$ cat src/timer_map.svh
/*
 * Constants for the 8-bit timer/event counter channel: field positions, reset values and codes.
 * Assumes it is included by bare name from the design modules.
 */
//
// How it works
// - Clear-and-start mode: on match, clear counter, keep counting, raise match interrupt.
// - Interval mode interrupts every (match_value + 1) count clocks.
// - Counting starts when count_enable_bit is 1 and stops when 0.
// - Count_enable_bit low forces counter to zero and holds it.
// - Event mode counts external edges; code 00H falling, 01H rising.
// - Event mode interrupts after (match_value + 1) valid edges, then clears.
// - Square-wave mode: each match inverts output flip-flop, interrupts, clears counter.
// - Square wave has 50% duty, period twice (match_value + 1) count clocks.
// - pwm_mode_select 1 selects PWM; polarity bit selects active level.
// - PWM output stays inactive after start until the first overflow.
// - PWM overflow drives output active until counter equals match; interrupt then.
// - PWM match returns output inactive until next overflow; repeats while enabled.
// - PWM period 256 count clocks, active width match_value clocks.
// - Clearing count_enable_bit drives PWM output inactive.
// - PWM match write before FFH edge loads at next overflow, else second.
// - Reading match_value returns the newly written value while still pending.
// - output_enable_bit gates the waveform onto timer_output_pin.
// - output_enable_bit 0 holds timer_output_pin low.
// - cascade_select selects 16-bit mode; two match values form one compare.
// - Outside PWM, force bits: 01 clears, 10 sets, 00 holds flip-flop.
`ifndef TIMER_MAP_SVH
`define TIMER_MAP_SVH

// Mode control field positions.
`define MC_ENABLE_BIT   7
`define MC_PWM_BIT      6
`define MC_CASCADE_BIT  4
`define MC_FORCE_HI_BIT 3
`define MC_FORCE_LO_BIT 2
`define MC_INVERT_BIT   1
`define MC_OUT_EN_BIT   0

// Reset values and the counter top value.
`define MODE_RESET      8'h00
`define TICK_RESET      3'h0
`define MATCH_RESET     8'h00
`define COUNT_RESET     8'h00
`define COUNT_TOP       8'hFF

// Tick select codes.
`define TICK_EV_FALL    3'h0
`define TICK_EV_RISE    3'h1
`define TICK_DIV1       3'h2
`define TICK_DIV2       3'h3
`define TICK_DIV4       3'h4
`define TICK_DIV64      3'h5
`define TICK_DIV256     3'h6
`define TICK_EXT        3'h7

// Prescaler width; divides clk_sys by up to 256.
`define PRESCALE_W      8

`endif

$ cat src/timer_pkg.sv
/*
 * Types shared by the timer channel modules.
 * Assumes timer_map.svh is reachable on the include path.
 */
`default_nettype none
package timer_pkg;
    // Channel operating mode, derived from the mode and tick fields.
    typedef enum logic [1:0] {
        MODE_INTERVAL = 2'b00,
        MODE_EVENT    = 2'b01,
        MODE_PWM      = 2'b10
    } op_mode_e;
endpackage : timer_pkg
`default_nettype wire

$ cat src/tick_if.sv
/*
 * Interface carrying the count tick from the tick generator to the channel core.
 * Assumes one clock domain, clk_sys.
 */
`default_nettype none
interface tick_if;
    logic       tick;
    logic [2:0] select;
    logic       run;
    modport gen  (output tick, input select, input run);
    modport core (input tick, output select, output run);
endinterface : tick_if
`default_nettype wire

$ cat src/timer_channel.sv
/*
 * One 8-bit timer/event counter channel with interval, event, square-wave and PWM modes,
 * plus an optional 16-bit cascade input from a low channel.
 * Assumes all control ports are synchronous to clk_sys and held by software settings.
 */
`include "timer_map.svh"
`default_nettype none
module timer_channel (
    // Clock and reset.
    input  wire logic       clk_sys,
    input  wire logic       rst_b,
    // Software settings.
    input  wire logic [7:0] mode_control,
    input  wire logic [2:0] tick_select,
    input  wire logic [7:0] match_write_data,
    input  wire logic       match_write,
    // Cascade link: this channel acts as the high byte when cascade_select is set.
    input  wire logic       low_tick,
    input  wire logic       low_match,
    input  wire logic       low_wrap,
    // Pins.
    input  wire logic       event_input_pin,
    input  wire logic       ext_tick,
    output logic            timer_output_pin,
    // Status.
    output logic [7:0]      count_value,
    output logic [7:0]      match_value,
    output logic            match_irq,
    output logic            count_tick,
    output logic            match_hit,
    output logic            count_wrap
);
    tick_if tk ();

    logic       count_enable_bit;
    logic       pwm_mode_select;
    logic       cascade_select;
    logic       output_force_high;
    logic       output_force_low;
    logic       invert_or_polarity_bit;
    logic       output_enable_bit;
    logic [7:0] count_q;
    logic [7:0] count_d;
    logic [7:0] wr_q;
    logic [7:0] act_q;
    logic       pend_q;
    logic       late_q;
    logic       ff_q;
    logic       pwm_act_q;
    logic       step;
    logic       at_top;
    logic       overflow;
    logic       self_match;
    logic       hit;
    logic       pwm_end;
    logic       irq_q;
    logic       pin_d;
    timer_pkg::op_mode_e mode;

    // Mode control field decode.
    assign count_enable_bit       = mode_control[`MC_ENABLE_BIT];
    assign pwm_mode_select        = mode_control[`MC_PWM_BIT];
    assign cascade_select         = mode_control[`MC_CASCADE_BIT];
    assign output_force_high      = mode_control[`MC_FORCE_HI_BIT];
    assign output_force_low       = mode_control[`MC_FORCE_LO_BIT];
    assign invert_or_polarity_bit = mode_control[`MC_INVERT_BIT];
    assign output_enable_bit      = mode_control[`MC_OUT_EN_BIT];

    // Mode derived from the PWM bit and whether the tick source is the pin.
    always_comb begin
        if (pwm_mode_select) begin
            mode = timer_pkg::MODE_PWM;
        end else if (tick_select == `TICK_EV_FALL || tick_select == `TICK_EV_RISE) begin
            mode = timer_pkg::MODE_EVENT;
        end else begin
            mode = timer_pkg::MODE_INTERVAL;
        end
    end

    assign tk.select = tick_select;
    assign tk.run    = count_enable_bit;

    tick_gen u_tick (
        .clk_sys  (clk_sys),
        .rst_b    (rst_b),
        .event_in (event_input_pin),
        .ext_tick (ext_tick),
        .tk       (tk)
    );

    // In cascade the high byte steps when the low byte wraps, using the low channel's tick.
    assign step       = cascade_select ? (low_tick & low_wrap) : tk.tick;
    assign at_top     = (count_q == `COUNT_TOP);
    assign overflow   = pwm_mode_select && step && at_top;
    assign self_match = (count_q == act_q);
    // Cascade match needs both bytes equal, checked on the low channel's tick.
    assign hit = cascade_select ? (low_tick & low_match & self_match)
                                : (tk.tick & self_match);
    // PWM ends its active phase on the step that brings the counter to the match value. Waiting
    // for count == match, as the clear-and-start modes do, would stretch the pulse by one tick.
    assign pwm_end = step && ((count_q + 8'h01) == act_q);

    // Counter: cleared on match outside PWM, free-running in PWM, held at zero when disabled.
    always_comb begin
        count_d = count_q;
        if (!count_enable_bit) begin
            count_d = `COUNT_RESET;
        end else if (!pwm_mode_select && hit) begin
            count_d = `COUNT_RESET;
        end else if (step) begin
            count_d = count_q + 8'h01;
        end
    end

    always_ff @(posedge clk_sys or negedge rst_b) begin
        if (!rst_b) begin
            count_q <= `COUNT_RESET;
        end else begin
            count_q <= count_d;
        end
    end

    // Written match value; reads always show the latest write.
    always_ff @(posedge clk_sys or negedge rst_b) begin
        if (!rst_b) begin
            wr_q <= `MATCH_RESET;
        end else if (match_write) begin
            wr_q <= match_write_data;
        end
    end

    // Active compare value. Outside PWM it follows writes directly, since software must not
    // change it while running. In PWM a write is deferred to an overflow; a write taken while
    // the counter sits at FFH misses the coming overflow and waits for the second. A write taken
    // on the overflow edge itself counts that edge as the first overflow.
    always_ff @(posedge clk_sys or negedge rst_b) begin
        if (!rst_b) begin
            act_q  <= `MATCH_RESET;
            pend_q <= 1'b0;
            late_q <= 1'b0;
        end else if (!pwm_mode_select || !count_enable_bit) begin
            act_q  <= match_write ? match_write_data : wr_q;
            pend_q <= 1'b0;
            late_q <= 1'b0;
        end else begin
            if (match_write) begin
                pend_q <= 1'b1;
                late_q <= at_top && !step;
            end else if (overflow && pend_q) begin
                if (late_q) begin
                    late_q <= 1'b0;
                end else begin
                    act_q  <= wr_q;
                    pend_q <= 1'b0;
                end
            end
        end
    end

    // Output flip-flop for the clear-and-start modes: forced by level bits, inverted on match.
    always_ff @(posedge clk_sys or negedge rst_b) begin
        if (!rst_b) begin
            ff_q <= 1'b0;
        end else if (!pwm_mode_select) begin
            if (output_force_low && !output_force_high) begin
                ff_q <= 1'b0;
            end else if (output_force_high && !output_force_low) begin
                ff_q <= 1'b1;
            end else if (count_enable_bit && hit && invert_or_polarity_bit) begin
                ff_q <= ~ff_q;
            end
        end
    end

    // PWM active phase: set on overflow, cleared at match, inactive while stopped.
    always_ff @(posedge clk_sys or negedge rst_b) begin
        if (!rst_b) begin
            pwm_act_q <= 1'b0;
        end else if (!count_enable_bit || !pwm_mode_select) begin
            pwm_act_q <= 1'b0;
        end else if (overflow) begin
            pwm_act_q <= (act_q != `COUNT_RESET);
        end else if (pwm_end) begin
            pwm_act_q <= 1'b0;
        end
    end

    // Interrupt pulse on every counted match.
    always_ff @(posedge clk_sys or negedge rst_b) begin
        if (!rst_b) begin
            irq_q <= 1'b0;
        end else begin
            irq_q <= count_enable_bit && (pwm_mode_select ? pwm_end : hit);
        end
    end

    // Pin level; active-low PWM inverts the phase, and a disabled output is low.
    always_comb begin
        if (!output_enable_bit) begin
            pin_d = 1'b0;
        end else if (pwm_mode_select) begin
            pin_d = pwm_act_q ^ invert_or_polarity_bit;
        end else begin
            pin_d = ff_q;
        end
    end

    always_ff @(posedge clk_sys or negedge rst_b) begin
        if (!rst_b) begin
            timer_output_pin <= 1'b0;
        end else begin
            timer_output_pin <= pin_d;
        end
    end

    assign count_value = count_q;
    assign match_value = wr_q;
    assign match_irq   = irq_q;
    assign count_tick  = tk.tick;
    assign match_hit   = count_enable_bit & (tk.tick & self_match);
    assign count_wrap  = at_top;
endmodule : timer_channel
`default_nettype wire

$ cat src/tick_gen.sv
/*
 * Count tick generator: internal clock divider and synchronised external edge detector.
 * Assumes event_in is synchronous-sampled in clk_sys; no second clock.
 */
`include "timer_map.svh"
`default_nettype none
module tick_gen (
    // Clock and reset.
    input  wire logic clk_sys,
    input  wire logic rst_b,
    // External event pin and extra tick source.
    input  wire logic event_in,
    input  wire logic ext_tick,
    // Tick carrier.
    tick_if.gen       tk
);
    logic [`PRESCALE_W-1:0] pre_q;
    logic                   sync1_q;
    logic                   sync2_q;
    logic                   last_q;
    logic                   edge_ok;
    logic                   div_tick;

    // Free-running prescaler; cleared while stopped so a start always begins a fresh period.
    always_ff @(posedge clk_sys or negedge rst_b) begin
        if (!rst_b) begin
            pre_q <= '0;
        end else if (!tk.run) begin
            pre_q <= '0;
        end else begin
            pre_q <= pre_q + 1'b1;
        end
    end

    // Two-flop synchroniser, then an edge history flop; only the second stage is inspected.
    always_ff @(posedge clk_sys or negedge rst_b) begin
        if (!rst_b) begin
            sync1_q <= 1'b0;
            sync2_q <= 1'b0;
            last_q  <= 1'b0;
        end else begin
            sync1_q <= event_in;
            sync2_q <= sync1_q;
            last_q  <= sync2_q;
        end
    end

    // One pulse per selected edge.
    assign edge_ok = (tk.select == `TICK_EV_RISE) ? (sync2_q & ~last_q) : (~sync2_q & last_q);

    // Tick selection; divider outputs pulse once per period.
    always_comb begin
        case (tk.select)
            `TICK_DIV1:   div_tick = 1'b1;
            `TICK_DIV2:   div_tick = (pre_q[0] == 1'b1);
            `TICK_DIV4:   div_tick = (pre_q[1:0] == 2'h3);
            `TICK_DIV64:  div_tick = (pre_q[5:0] == 6'h3F);
            `TICK_DIV256: div_tick = (pre_q == 8'hFF);
            `TICK_EXT:    div_tick = ext_tick;
            default:      div_tick = edge_ok;
        endcase
    end

    assign tk.tick = tk.run & div_tick;
endmodule : tick_gen
`default_nettype wire

$ cat config.mk
export PLATFORM = sky130hd
export DESIGN_NAME = timer_channel
export DESIGN_NICKNAME = d
export VERILOG_FILES = /design/src/timer_pkg.sv /design/src/tick_if.sv /design/src/timer_channel.sv /design/src/tick_gen.sv
export VERILOG_INCLUDE_DIRS = /design/src /design/src/src
export SDC_FILE = /design/constraint.sdc
export NUM_CORES = 1
export LEC_CHECK = 0
export ABC_AREA = 1
export BUFFER_PORTS_ARGS = -buffer_cell sky130_fd_sc_hd__buf_2
export CAP_MARGIN = 10
export CORE_ASPECT_RATIO = 0.5
export CORE_MARGIN = 4
export CORE_UTILIZATION = 30
export DETAILED_ROUTE_END_ITERATION = 6
export MAX_ROUTING_LAYER = met4
export SETUP_SLACK_MARGIN = 0.02
export SLEW_MARGIN = 20
export SYNTH_ARGS = -nofsm -noshare
export SYNTH_HDL_FRONTEND = slang
export SYNTH_SLANG_ARGS = --single-unit
$ cat constraint.sdc
create_clock -name clk_sys -period 3.97 [get_ports clk_sys]
set_input_delay 0.1985 -clock clk_sys [delete_from_list [all_inputs] [get_ports clk_sys]]
set_output_delay 0.1985 -clock clk_sys [all_outputs]
set_load 0.05 [all_outputs]
# Word level (Yosys, flattened, before mapping)
# Cells that the tools add are included.
dict set report op_classes {
  addsub 2
  n_eq_ne 17
  muxes 29
  bitwise_logic 13
  reduce_logical 25
}
# cell count
set op_table {}
lappend op_table {{$mux 8} 9}
lappend op_table {{$mux 1} 19}
lappend op_table {{$add 8x1->8 const B} 2}
lappend op_table {{$eq 8x8->1} 2}
lappend op_table {{$eq 8x8->1 const B} 2}
lappend op_table {{$eq 3x3->1 const B} 4}
lappend op_table {{$logic_and 1x1->1} 11}
lappend op_table {{$reduce_bool 3->1} 3}
lappend op_table {{$and 1x1->1} 8}
lappend op_table {{$reduce_bool 8->1} 1}
lappend op_table {{$eq 3x2->1 const B} 2}
lappend op_table {{$eq 6x6->1 const B} 1}
lappend op_table {{$pmux 1 s6} 1}
lappend op_table {{$logic_not 1->1} 5}
lappend op_table {{$ne 2x1->1 const B} 2}
lappend op_table {{$not 1->1} 4}
lappend op_table {{$reduce_and 2->1} 2}
lappend op_table {{$eq 3x1->1 const B} 1}
lappend op_table {{$ne 3x1->1 const B} 1}
lappend op_table {{$ne 3x2->1 const B} 1}
lappend op_table {{$reduce_and 3->1} 1}
lappend op_table {{$eq 2x2->1 const B} 1}
lappend op_table {{$reduce_bool 2->1} 1}
lappend op_table {{$logic_or 1x1->1} 1}
lappend op_table {{$xor 1x1->1} 1}
dict set report word_totals {
  regBits 41
  input_bits 27
  word_cells 99
}

# Longest topological paths before layout
# Gate-level depths: netlist of run 1.
dict set report depth {
  word_depth 12
  mapped_depth 14
}

# Modules after synthesis
# A second synthesis of run 1 with hierarchy kept.
dict set report hier_totals {
  cells_unflattened 329
  hier_area_um2 2384.8
}
# module instances cells_each area_each_um2 seq_area_each_um2
set modules_own_cells {}
lappend modules_own_cells {timer_channel 1 258 1826.8 750.7}
lappend modules_own_cells {tick_gen 1 71 558.0 275.3}

# Worst setup path before layout of run 1
# OpenSTA, ideal clock, no wires.
dict set report synth_timing {
  path_type {register -> register}
  from {register count_q[0], in the netlist count_value[0]}
  to {register act_q[0]}
  arrival_ns 2.132
  t_required_ns 3.853
  slack_ns 1.720
  path_stages_with_launch 13
  n_path_buf 0
  period_less_slack_ns 2.250
  cell_sequence {dfrtp_1 > ha_1 > nand3_2 > nor2_2 > nand2_2 > inv_2 > nand3_2 > clkinv_2 > nand3_1 > inv_2 > nand3_4 > nand3_1 > nand2_1}
}
dict set report synth_via {
  elab_chain_cells 5
}
# element line
set synth_lines {}
lappend synth_lines {{from (decl)} timer_channel.sv:42} ;# logic [7:0] count_q;
lappend synth_lines {{from (signal assigned)} timer_channel.sv:117} ;# count_q <= `COUNT_RESET;
lappend synth_lines {{from (signal assigned)} timer_channel.sv:119} ;# count_q <= count_d;
lappend synth_lines {{$eq 8x8->1 (no source line)} n/a}
lappend synth_lines {{net count_wrap} timer_channel.sv:31} ;# output logic count_wrap
lappend synth_lines {{$logic_and 1x1->1} timer_channel.sv:94} ;# assign overflow = pwm_mode_select && step && at_top;
lappend synth_lines {{$logic_and 1x1->1} timer_channel.sv:149} ;# end else if (overflow && pend_q) begin
lappend synth_lines {{$reduce_bool 2->1 (no source line)} n/a}
lappend synth_lines {{$reduce_and 3->1 (no source line)} n/a}
lappend synth_lines {{to (signal assigned)} timer_channel.sv:138} ;# act_q <= `MATCH_RESET;
lappend synth_lines {{to (signal assigned)} timer_channel.sv:142} ;# act_q <= match_write ? match_write_data : wr_q;
lappend synth_lines {{to (signal assigned)} timer_channel.sv:153} ;# act_q <= wr_q;
lappend synth_lines {{to (decl)} timer_channel.sv:45} ;# logic [7:0] act_q;
# The timed path passes the listed nets, and every way through them passes these cells.
# A chain may end at the register's enable or synchronous reset.

# Final worst setup path of run 1
dict set report layout_timing {
  from {register count_q[0], in the netlist count_value[0]}
  to {output count_wrap}
}
dict set report layout_via {
  elab_chain_cells 1
}
# element line
set layout_lines {}
lappend layout_lines {{$eq 8x8->1 (no source line)} n/a}
lappend layout_lines {{to (decl)} timer_channel.sv:31}
# Every way passes these cells.

==> metrics, run 1 <==
die height 69.69 um; cell area after synthesis 2283 um2; Rows 22; Synth Area in Simple Gates 29.64%; reg-to-reg setup timing slack 1980 ps; Sum Neg Setup Slack 0 ps; share of layout cells above drive strength 1 21.34%; CTS tree built; Worst R2R Path Depth 14; Min Hold Slack 31.22 ps; routability cong. 0.7735; CTS buffer count 5; Ports 48; mean post-synth cell area 8.097 um2; register area share after synthesis 44.93%; antenna violations before repair 0; top-count cell post-synth nand2_1; fin crit share 52.37%; post_cts resized 0; EDFF count, synth 0; Routed WL 4835 um; First-pass DRT Iterations 4; Required @ worst endpoint 3770 ps; placed wire-length estimate 3675 um; post-CTS setup buffer count 0; status finished clean; Slew HR 38.09%; Seq pwr share 44.9%; Layout Skew 3.661 ps; Min-Delay Endpoint u_tick.sync1_q; Sw Share 28.13%; Worst Tran Pin Value 928.6 ps; fraction of synthesized area in multiplexers 0%; diode count 0; initial drt markers 62; worst hold stages 1; DIE AREA 9156 um2; number of port buffers 46; Max Root-Sink Buffers 2; Hold Crit Class in2reg; first-pass GRT wire length 8466 um; Clock Power Share 38.5%; top cell type's share of synthesized area 44.93%; YS warnings 0; crit path launch type register; synth-to-layout area growth 20.00%; Synth Instances 282; final setup fails 0; Synth cell types 35; Placed Area 2594 um2; Post-Synth XOR/XNOR Area 6.904%; top_reg_cell synth dfrtp_1; f_max 481.0 MHz; Synth async-reset ratio 100.0%; largest family of logic cells by synthesized area simple AND/OR/NAND/NOR gates; hold_buf cts 0; Filler cells 757; clk_lat worst skew 270 ps; Initial Util 31.07%; Internal 0.7476 mW; Yosys top cell by area dfrtp_1; Pwr per Cell Area 379.6 nW/um2; vias in the first global route 1,837; Post-Place Cells 417; CTS H-Tree Depth 2; DR WL/cell 11.40 um; nature of the critical path endpoint output pin; worst reg2reg path startpoint u_tick.pre_q[0]; endpoints failing hold 0; fin area 2740 um2; Final nets 359; Period minus WS final 2079 ps; vias per cell 4.514; ANT nets after route 0; Syn Nets 313; All-Layer GR Usage 11.30%; clock sink total 41; Worst Hold Launch event_input_pin; chip width 131.4 um; static leakage 1.414 nW; WP data arrival 1880 ps; Comb pwr share 16.6%; RSZ-0062 raised after global routing no; CTS root buf clkbuf_16; max-cap viol count 0; core footprint 7350 um2; compound-gate portion of the synthesized area 9.260%; Setup CP Type reg2out; RR Endpoint act_q[0]; pin count of the biggest net entering global routing 42; NetSw 0.2926 mW; Synth Register Bits 41; commonest cells in the netlist 68 x nand2_1, 41 x dfrtp_1, 28 x inv_1, 24 x nor2_1; Slew Limit Fails 0; Vias 1,914; maximum vdd ir drop 141.8 uV; clock-pin slew on the worst setup and hold paths 60 ps; Synth Area in Adders 2.192%; GR Overflow Total 0; Final Non-Filler Cells 424; crit path max fanout 6; top cells by area, synth dfrtp_1 45%, nand2_1 11%, inv_1 4.6%, nand3_1 4.6%, o21ai_0 4.6%; DRC 0
==> logic make-up after synthesis <==
kind of cell / after synthesis
compound gates: 38
xor+xnor: 18
fa+ha+maj: 4
buf+inv: 39
flops: 41
simple gates: 142
==> power groups by stage <==
stage / registers, mW / logic, mW / clock network (mW)
floorplan: 0.504 / 0.0940 / 0
global placement: 0.475 / 0.175 / 0
detailed placement: 0.475 / 0.176 / 0
CTS: 0.468 / 0.177 / 0.410
global route: 0.472 / 0.199 / 0.429
finish: 0.467 / 0.173 / 0.400
==> state kept, by name (all words and copies together), names as in the netlist <==
register and flops:
act_q 8, count_value 8, match_value 8, u_tick.pre_q 8, ff_q 1, late_q 1
match_irq 1, pend_q 1, pwm_act_q 1, timer_output_pin 1, u_tick.last_q 1, u_tick.sync1_q 1
u_tick.sync2_q 1
==> how the worst max path moves through the flow <==
stage,startpoint,end,slack [ps],cells past startpoint
floorplan,count_value[0],act_q[0],1720,12
global placement,u_tick.pre_q[0],act_q[0],2010,14
detailed placement,u_tick.pre_q[0],act_q[5],1970,14
CTS,count_value[0],count_wrap,1870,8
global route,u_tick.pre_q[0],act_q[4],1740,13
finish,count_value[0],count_wrap,1890,8
==> per-layer routing <==
layer | track usage, % | vias to the layer above | wire length (um)
li1 | - | 999 | -
met1 | 13.61 | 899 | 2263
met2 | 19.32 | 14 | 2412
met3 | 2.899 | 2 | 130
met4 | 2.445 | 0 | 28
met5 | - | - | 0
==> layout make-up <==
class | instances | area (um2) | share of cell area (%)
Multi-Input combinational cell | 202 | 1096 | 40.00
Timing Repair Buffer | 46 | 230.2 | 8.402
Clock buffer | 6 | 138.9 | 5.068
Clock inverter | 1 | 7.507 | 0.2740
Inverter | 32 | 121.4 | 4.429
Tap cell | 96 | 120.1 | 4.384
Sequential cell | 41 | 1026 | 37.44
==> critical path, cell delays in order, from the launching register on <==
cell	delay (ps)
dfrtp_1	440
ha_1	270
nand3_2	140
nor2_2	140
nand2_2	90
inv_2	80
nand3_2	70
clkinv_2	110
buf_2	270
==> cell usage in the layout (no fill, tap or decap), drive strengths merged <==
cell type and count:
nand2 72, buf 46, dfrtp 41, inv 30, nor2 27, nand3 26, o21ai 21, a21oi 13
xor2 10, xnor2 8, clkbuf 6, nand4 5, ha 4, nor3 3, or2 3, and3 2
nor4 2, clkinv 2, nor3b 1, o211ai 1, nand3b 1, a21o 1, o21a 1, o21bai 1
clkinvlp 1
==> stage by stage <==
step	utilization (%)	setup slack, ps	power (mW)
final	37.28	1891	1.040
after global routing	37.28	1742	1.099
after CTS	37.28	1874	1.055
after detailed placement	35.29	1967	0.6507
after global placement	35.29	2015	0.6498
after floorplan	-	1720	0.5983
No activity file was read; power rests on OpenSTA's default activity.
==> run 2, diff against run 1 <==
Settings changed: ABC_AREA 1 to 0.
Clock period 3.97 ns to 1.88 ns, I/O delays scaled along.
==> run 2 against run 1 <==
Against the previous run: the run now ends with negative setup slack left; cell count rose by 4.2%; critical path depth unchanged; synthesized cell count shrank 13%; power is 130% higher.
==> metrics, run 2 <==
status complete, but fails checks; failing checks negative setup slack; Worst Tran Pin Value 964.2 ps (+35.60 ps); Slew HR 35.04% (-3.1 points); most frequent cells in the layout 47 x buf_4, 43 x buf_2, 34 x dfrtp_1; fin area 3515 um2 (+28%); Yosys top cell by area dfrtp_1; DIE AREA 9179 um2 (+0.25%); Hold Crit Class in2reg; placed wire-length estimate 4679 um (+27%); CTS tree built; maximum vdd ir drop 365.8 uV (+160%); GR Overflow Total 0 (unchanged); commonest non-fill, non-tap cell in the layout buf_4; Vias 2,199 (+15%); clock sink total 41 (unchanged); ANT nets after route 0 (unchanged); First-pass DRT Iterations 4 (unchanged); Ports 48 (unchanged); mean post-synth cell area 9.308 um2 (+15%); Seq pwr share 41.6% (-3.3 points); YS warnings 0 (unchanged); top cells by area, synth dfrtp_1 45%, xor2_1 5.4%, xnor2_1 5.0%, nand2_1 4.1%, a221oi_1 3.4%; top_reg_cell synth dfrtp_1; Pwr per Cell Area 683.7 nW/um2 (+80%); CP max stage cell dfrtp_1; Synth Instances 246 (-13%); register area share after synthesis 44.81% (-0.12 points); fin crit share 107.9%; top-count cell post-synth dfrtp_1; clock-pin slew on the worst setup and hold paths 60 ps (about the same); Worst Setup Slack, final -149.3 ps (-2040 ps); Placed Area 2937 um2 (+13%); vias per cell 4.975 (+10%); DRC 0 (unchanged); crit path cell chain nand2b_4, a21o_2, a21o_4, a21oi_4, buf_4, buf_6, o2111ai_4, a221oi_2; Internal 1.687 mW (+130%); All-Layer GR Usage 14.51% (+3.2 points); Max Root-Sink Buffers 2 (unchanged); Sw Share 29.81% (+1.7 points); endpoints failing hold 0 (unchanged); clk_lat worst skew 280 ps (about the same); CTS root buf clkbuf_16; RSZ-0062 raised after global routing yes; final core utilization 47.64% (+10 points); WP data arrival 2210 ps (+330 ps); Clock Power Share 34.3% (-4.2 points); worst stage delay on the critical path 390 ps (-50 ps); cell area after synthesis 2290 um2 (+0.27%); number of port buffers 46 (unchanged); Setup CP Type reg2reg; core footprint 7377 um2 (+0.37%); Buf/Inv on CP 2 (-1); Period minus WS final 2029 ps; initial drt markers 93 (+50%); Synth Register Bits 41 (unchanged); Tot Pwr 2.403 mW (+130%); Layout Skew 5.069 ps (+1.408 ps); Rows 22 (unchanged); Routed WL 6735 um (+39%); Slew Limit Fails 0 (unchanged); commonest cells in the netlist 41 x dfrtp_1, 25 x nand2_1, 21 x nor2_1, 15 x inv_1; final setup fails 11 (+11); max-cap viol count 0 (unchanged); synth-to-layout area growth 53.50%; DR WL/cell 15.24 um (+34%); Synth async-reset ratio 100.0% (unchanged); vias in the first global route 2,190 (+19%); top cell type's share of synthesized area 44.81% (-0.12 points); Comb pwr share 24.1% (+7.5 points); f_max 492.8 MHz; Sum Neg Setup Slack -948.2 ps (-948.2 ps); die height 69.78 um (+0.12%); Synth cell types 42 (+20%); Place WS -152.3 ps (-2120 ps); crit path max fanout 4 (-2); nature of the critical path endpoint register; antenna violations before repair 0 (unchanged); diode count 0 (unchanged); share of layout cells above drive strength 1 45.95% (+25 points); Syn Nets 277 (-12%); EDFF count, synth 0 (unchanged); Required @ worst endpoint 2060 ps (-1710 ps); chip width 131.6 um (+0.13%); pin count of the biggest net entering global routing 25 (-40%); CP top delay family compound AO/OA/AOI/OAI gates; static leakage 1.578 nW (+12%); routability cong. 0.8688 (+12%); CTS buffer count 5 (unchanged); Final nets 376 (+4.7%); crit path launch type register; Initial Util 31.04% (-0.031 points); CTS H-Tree Depth 2 (unchanged); NetSw 0.7164 mW (+140%); first-pass GRT wire length 10,580 um (+25%)
## run 2: changes by cell type after synthesis, sizes merged, moves of 5 or more
| cell | previous run | this run |
|---|---|---|
| inv | 30 | 15 |
| o22ai | 0 | 9 |
| nand3 | 26 | 14 |
| nor2 | 27 | 21 |
| o21ai | 21 | 13 |
| a221oi | 0 | 9 |
| and2 | 0 | 9 |
| xnor2 | 8 | 13 |
| nand2 | 72 | 25 |
## run 2: repair_timing
item / 4_1_cts / 5_1_grt
buffers inserted: 3 / 12
resized for setup: 19 / 34
setup endpoints to repair: 22 / 24
hold buffers: 2 / 0
pin swaps: 10 / 31
hold endpoints to repair: 18 / 0
gates cloned: 0 / 1
## run 2: path summary, 6_finish.rpt
| kind | endpoint | from | cells after the start | slack [ps] |
|---|---|---|---|---|
| min in group asynchronous | u_tick.pre_q[5] | rst_b | 2 | 280 |
| worst min-delay path | match_value[7] | match_write_data[7] | 3 | 40 |
| max in group asynchronous | count_value[6] | rst_b | 3 | 1100 |
| worst min register to register | u_tick.sync2_q | u_tick.sync1_q | 0 | 350 |
| worst max-delay path | act_q[2] | u_tick.sync2_q | 8 | -150 |
| worst max register to register | act_q[2] | u_tick.sync2_q | 8 | -150 |
## run 2: logic make-up after synthesis
| logic type | share of synthesized area (%) |
|---|---|
| muxes | 0.4918 |
| AOI/OAI and AO/OA | 18.09 |
| buffers and inverters | 4.426 |
| xor gates and xnor gates | 10.33 |
| DFF | 44.81 |
| adders and majority gates | 2.186 |
| and+or+nand+nor | 19.67 |
## run 2: per-stage QoR
step           hold slack, ps  cells
3_3_place_gp            54.79    416
5_1_grt                 55.11    442
2_1_floorplan          -201.6    246
3_5_place_dp            58.36    416
4_1_cts                 29.41    429
6_report                36.24    442
## run 2: cell type report
type | count | area (um2)
timing repair buffer | 101 | 706.9
sequential | 41 | 1035
multi-input combinational | 181 | 1458
fill | 687 | 3862
clock buffer | 6 | 128.9
tap | 96 | 120.1
clock inverter | 2 | 10.01
inverter | 15 | 56.30
## run 2: power by group through the flow
stage                     Sequential (mW)  Combinational (mW)  Clock (mW)
after global placement               1.01               0.465           0
after global routing                 1.01               0.629       0.881
after floorplan                      1.08               0.188           0
final                               0.999               0.580       0.823
after CTS                           0.994               0.510       0.841
after detailed placement             1.01               0.474           0
## run 2: worst min-delay path: stages
cell	delay, ps
buf_2	90
nand2_1	40
o21ai_0	60
## run 2: per-layer routing
layer,track usage (%),vias to the layer above,part of all wire (%)
met5,-,-,0
met4,5.122,0,1.2
met3,2.899,8,4.1
met2,22.19,66,47
met1,19.27,1058,47
li1,-,1067,-
==> run 3, diff against run 2 <==
Settings changed: CORE_UTILIZATION 30 to 49, PLACE_DENSITY_LB_ADDON from default to 0.2.
==> run 3 against run 2 <==
Against the previous run: the run still ends with negative setup slack left; critical endpoint is now act_q[3]; cell count fell by 12%; power is 11% lower; utilization increased by 26 points; via count rose by 0.82%; first-iteration DRC count is 100% higher; register-to-register slack improved by 30 ps; maximum frequency up 1.3%; worst setup slack improved by 25 ps; routed wire length down 1.9%; critical path depth fell by 1; combinational power fell by 5.0%; sequential power about the same.
==> metrics, run 3 (synthesized netlist as in run 2, its figures left out) <==
Worst Tran Pin Value 971.5 ps (+7.248 ps); nature of the critical path endpoint register; DIE AREA 5897 um2 (-36%); placed wire-length estimate 4190 um (-10%); Placed Area 2800 um2 (-4.6%); core footprint 4446 um2 (-40%); CP max stage cell dfrtp_1; Hold Crit Class in2reg; die height 56.34 um (-19%); Setup CP Type reg2reg; maximum vdd ir drop 503.7 uV (+38%); routability cong. 0.9493 (+9.3%); CTS buffer count 5 (unchanged); Min Hold Slack 29.09 ps (-7.145 ps); diode count 0 (unchanged); vias in the first global route 2,139 (-2.3%); footprint of the multi-input gates 1451 um2 (-0.43%); Routed WL 6609 um (-1.9%); Worst Setup Slack, final -124.0 ps (+25.32 ps); Max Root-Sink Buffers 2 (unchanged); Pwr per Cell Area 652.3 nW/um2 (-4.6%); max-cap viol count 0 (unchanged); crit path cell chain nand2b_1, a21o_2, a21o_4, a21oi_4, buf_4, o2111ai_2, a221oi_2; static leakage 1.477 nW (-6.4%); vias per cell 5.685 (+14%); initial drt markers 188 (+100%); WP data arrival 2200 ps (about the same); fin area 3291 um2 (-6.4%); Initial Util 51.51% (+20 points); Required @ worst endpoint 2080 ps (+20 ps); RSZ-0062 raised after global routing yes; synth-to-layout area growth 43.72%; ANT nets after route 0 (unchanged); First-pass DRT Iterations 6 (+2); Final nets 363 (-3.5%); CTS H-Tree Depth 2 (unchanged); f_max 499.0 MHz (+1.3%); DRC 0 (unchanged); CTS tree built; antenna violations before repair 0 (unchanged); fin crit share 106.6% (-1.3 points); final core utilization 74.02% (+26 points); Register Area 1036 um2 (+0.12%); Slew Limit Fails 0 (unchanged); clk_lat worst skew 290 ps (about the same); GR Overflow Total 0 (unchanged); commonest non-fill, non-tap cell in the layout buf_2; All-Layer GR Usage 20.94% (+6.4 points); share of layout cells above drive strength 1 43.84% (-2.1 points); worst stage delay on the critical path 390 ps (about the same); crit path max fanout 4 (unchanged); Period minus WS final 2004 ps (-25.32 ps); met2 Use GR 33.30% (+11 points); pin count of the biggest net entering global routing 35 (+40%); most used routing layer in global routing met2; Ports 48 (unchanged); endpoints failing hold 0 (unchanged); Rows 17 (-23%); Slew HR 34.55% (-0.49 points); Vias 2,217 (+0.82%); first-pass GRT wire length 9784 um (-7.5%); chip width 104.7 um (-20%); CTS root buf clkbuf_8; Filler cells 303 (-56%); most frequent cells in the layout 43 x buf_2, 38 x buf_4, 33 x dfrtp_1; crit path launch type register; number of port buffers 46 (unchanged); CP top delay family compound AO/OA/AOI/OAI gates; final setup fails 14 (+3); Buf/Inv on CP 1 (-1); clock sink total 41 (unchanged); Layout Skew 8.611 ps (+3.542 ps); clock-pin slew on the worst setup and hold paths 80 ps (+20 ps); status complete, but fails checks; failing checks negative setup slack; met3 Use GR 5.052% (+2.2 points); DR WL/cell 16.95 um (+11%); met1 Track Usage GR 27.15% (+7.9 points)
==> run 3: cell types whose count changed in the layout (fill, tap and decap cells not counted), moves of 3 or more <==
cell and change:
clkbuf_8 +6, buf_6 -3, buf_4 -9, clkbuf_16 -5
==> run 3: stage by stage <==
step                std cells  setup slack [ps]  total power [mW]  setup TNS (ps)
finish                    390            -124.0             2.146           -1049
global placement          367            -41.70             1.449          -334.3
global route              390            -201.5             2.249           -2563
floorplan                 246            -184.5             1.273           -1796
detailed placement        367            -178.5             1.463           -1483
CTS                       379            -99.83             2.067          -813.9
==> run 3: worst min-delay path: cells and delay by family <==
family                 cells  cell delay [ps]
AND/OR/NAND/NOR            1               40
AO/OA/AOI/OAI              1               60
buffers and inverters      1               90
==> run 3: power by group <==
group / switching [mW] / internal, mW / leakage (nW) / total [mW]
Combinational: 0.324 / 0.227 / 0.920 / 0.551
Sequential: 0.0602 / 0.945 / 0.512 / 1.01
Clock: 0.291 / 0.300 / 0.0455 / 0.590
Total: 0.675 / 1.47 / 1.48 / 2.15
==> run 3: layer usage <==
metal	share of wire, %	vias to the layer above
li1	-	1038
met1	44	1083
met2	49	84
met3	6.4	12
met4	1.1	0
met5	0	-
==> run 3: timing repair <==
item,in CTS,in global routing
hold endpoints to repair,34,0
endpoints found under the setup margin,22,24
buffers inserted,2,12
pin swaps,3,22
hold buffers,2,0
gates cloned,0,1
resized for setup,12,37
==> run 3: final cells by class <==
type	count	share of cell area, %
multi-input cells	181	44.11
inverters	15	1.711
repair buffers	88	17.79
flip-flops and latches	41	31.48
clock buffers	8	2.738
well taps	57	2.167
==> run 3: worst paths after layout <==
kind	startpoint	to	slack, ps	cells after the start
max	u_tick.sync2_q	act_q[3]	-120	7
min	match_write_data[0]	match_value[0]	30	3
max reg2reg	u_tick.sync2_q	act_q[3]	-120	7
min reg2reg	u_tick.sync1_q	u_tick.sync2_q	350	0
max in group asynchronous	rst_b	act_q[4]	840	3
min in group asynchronous	rst_b	u_tick.last_q	400	2
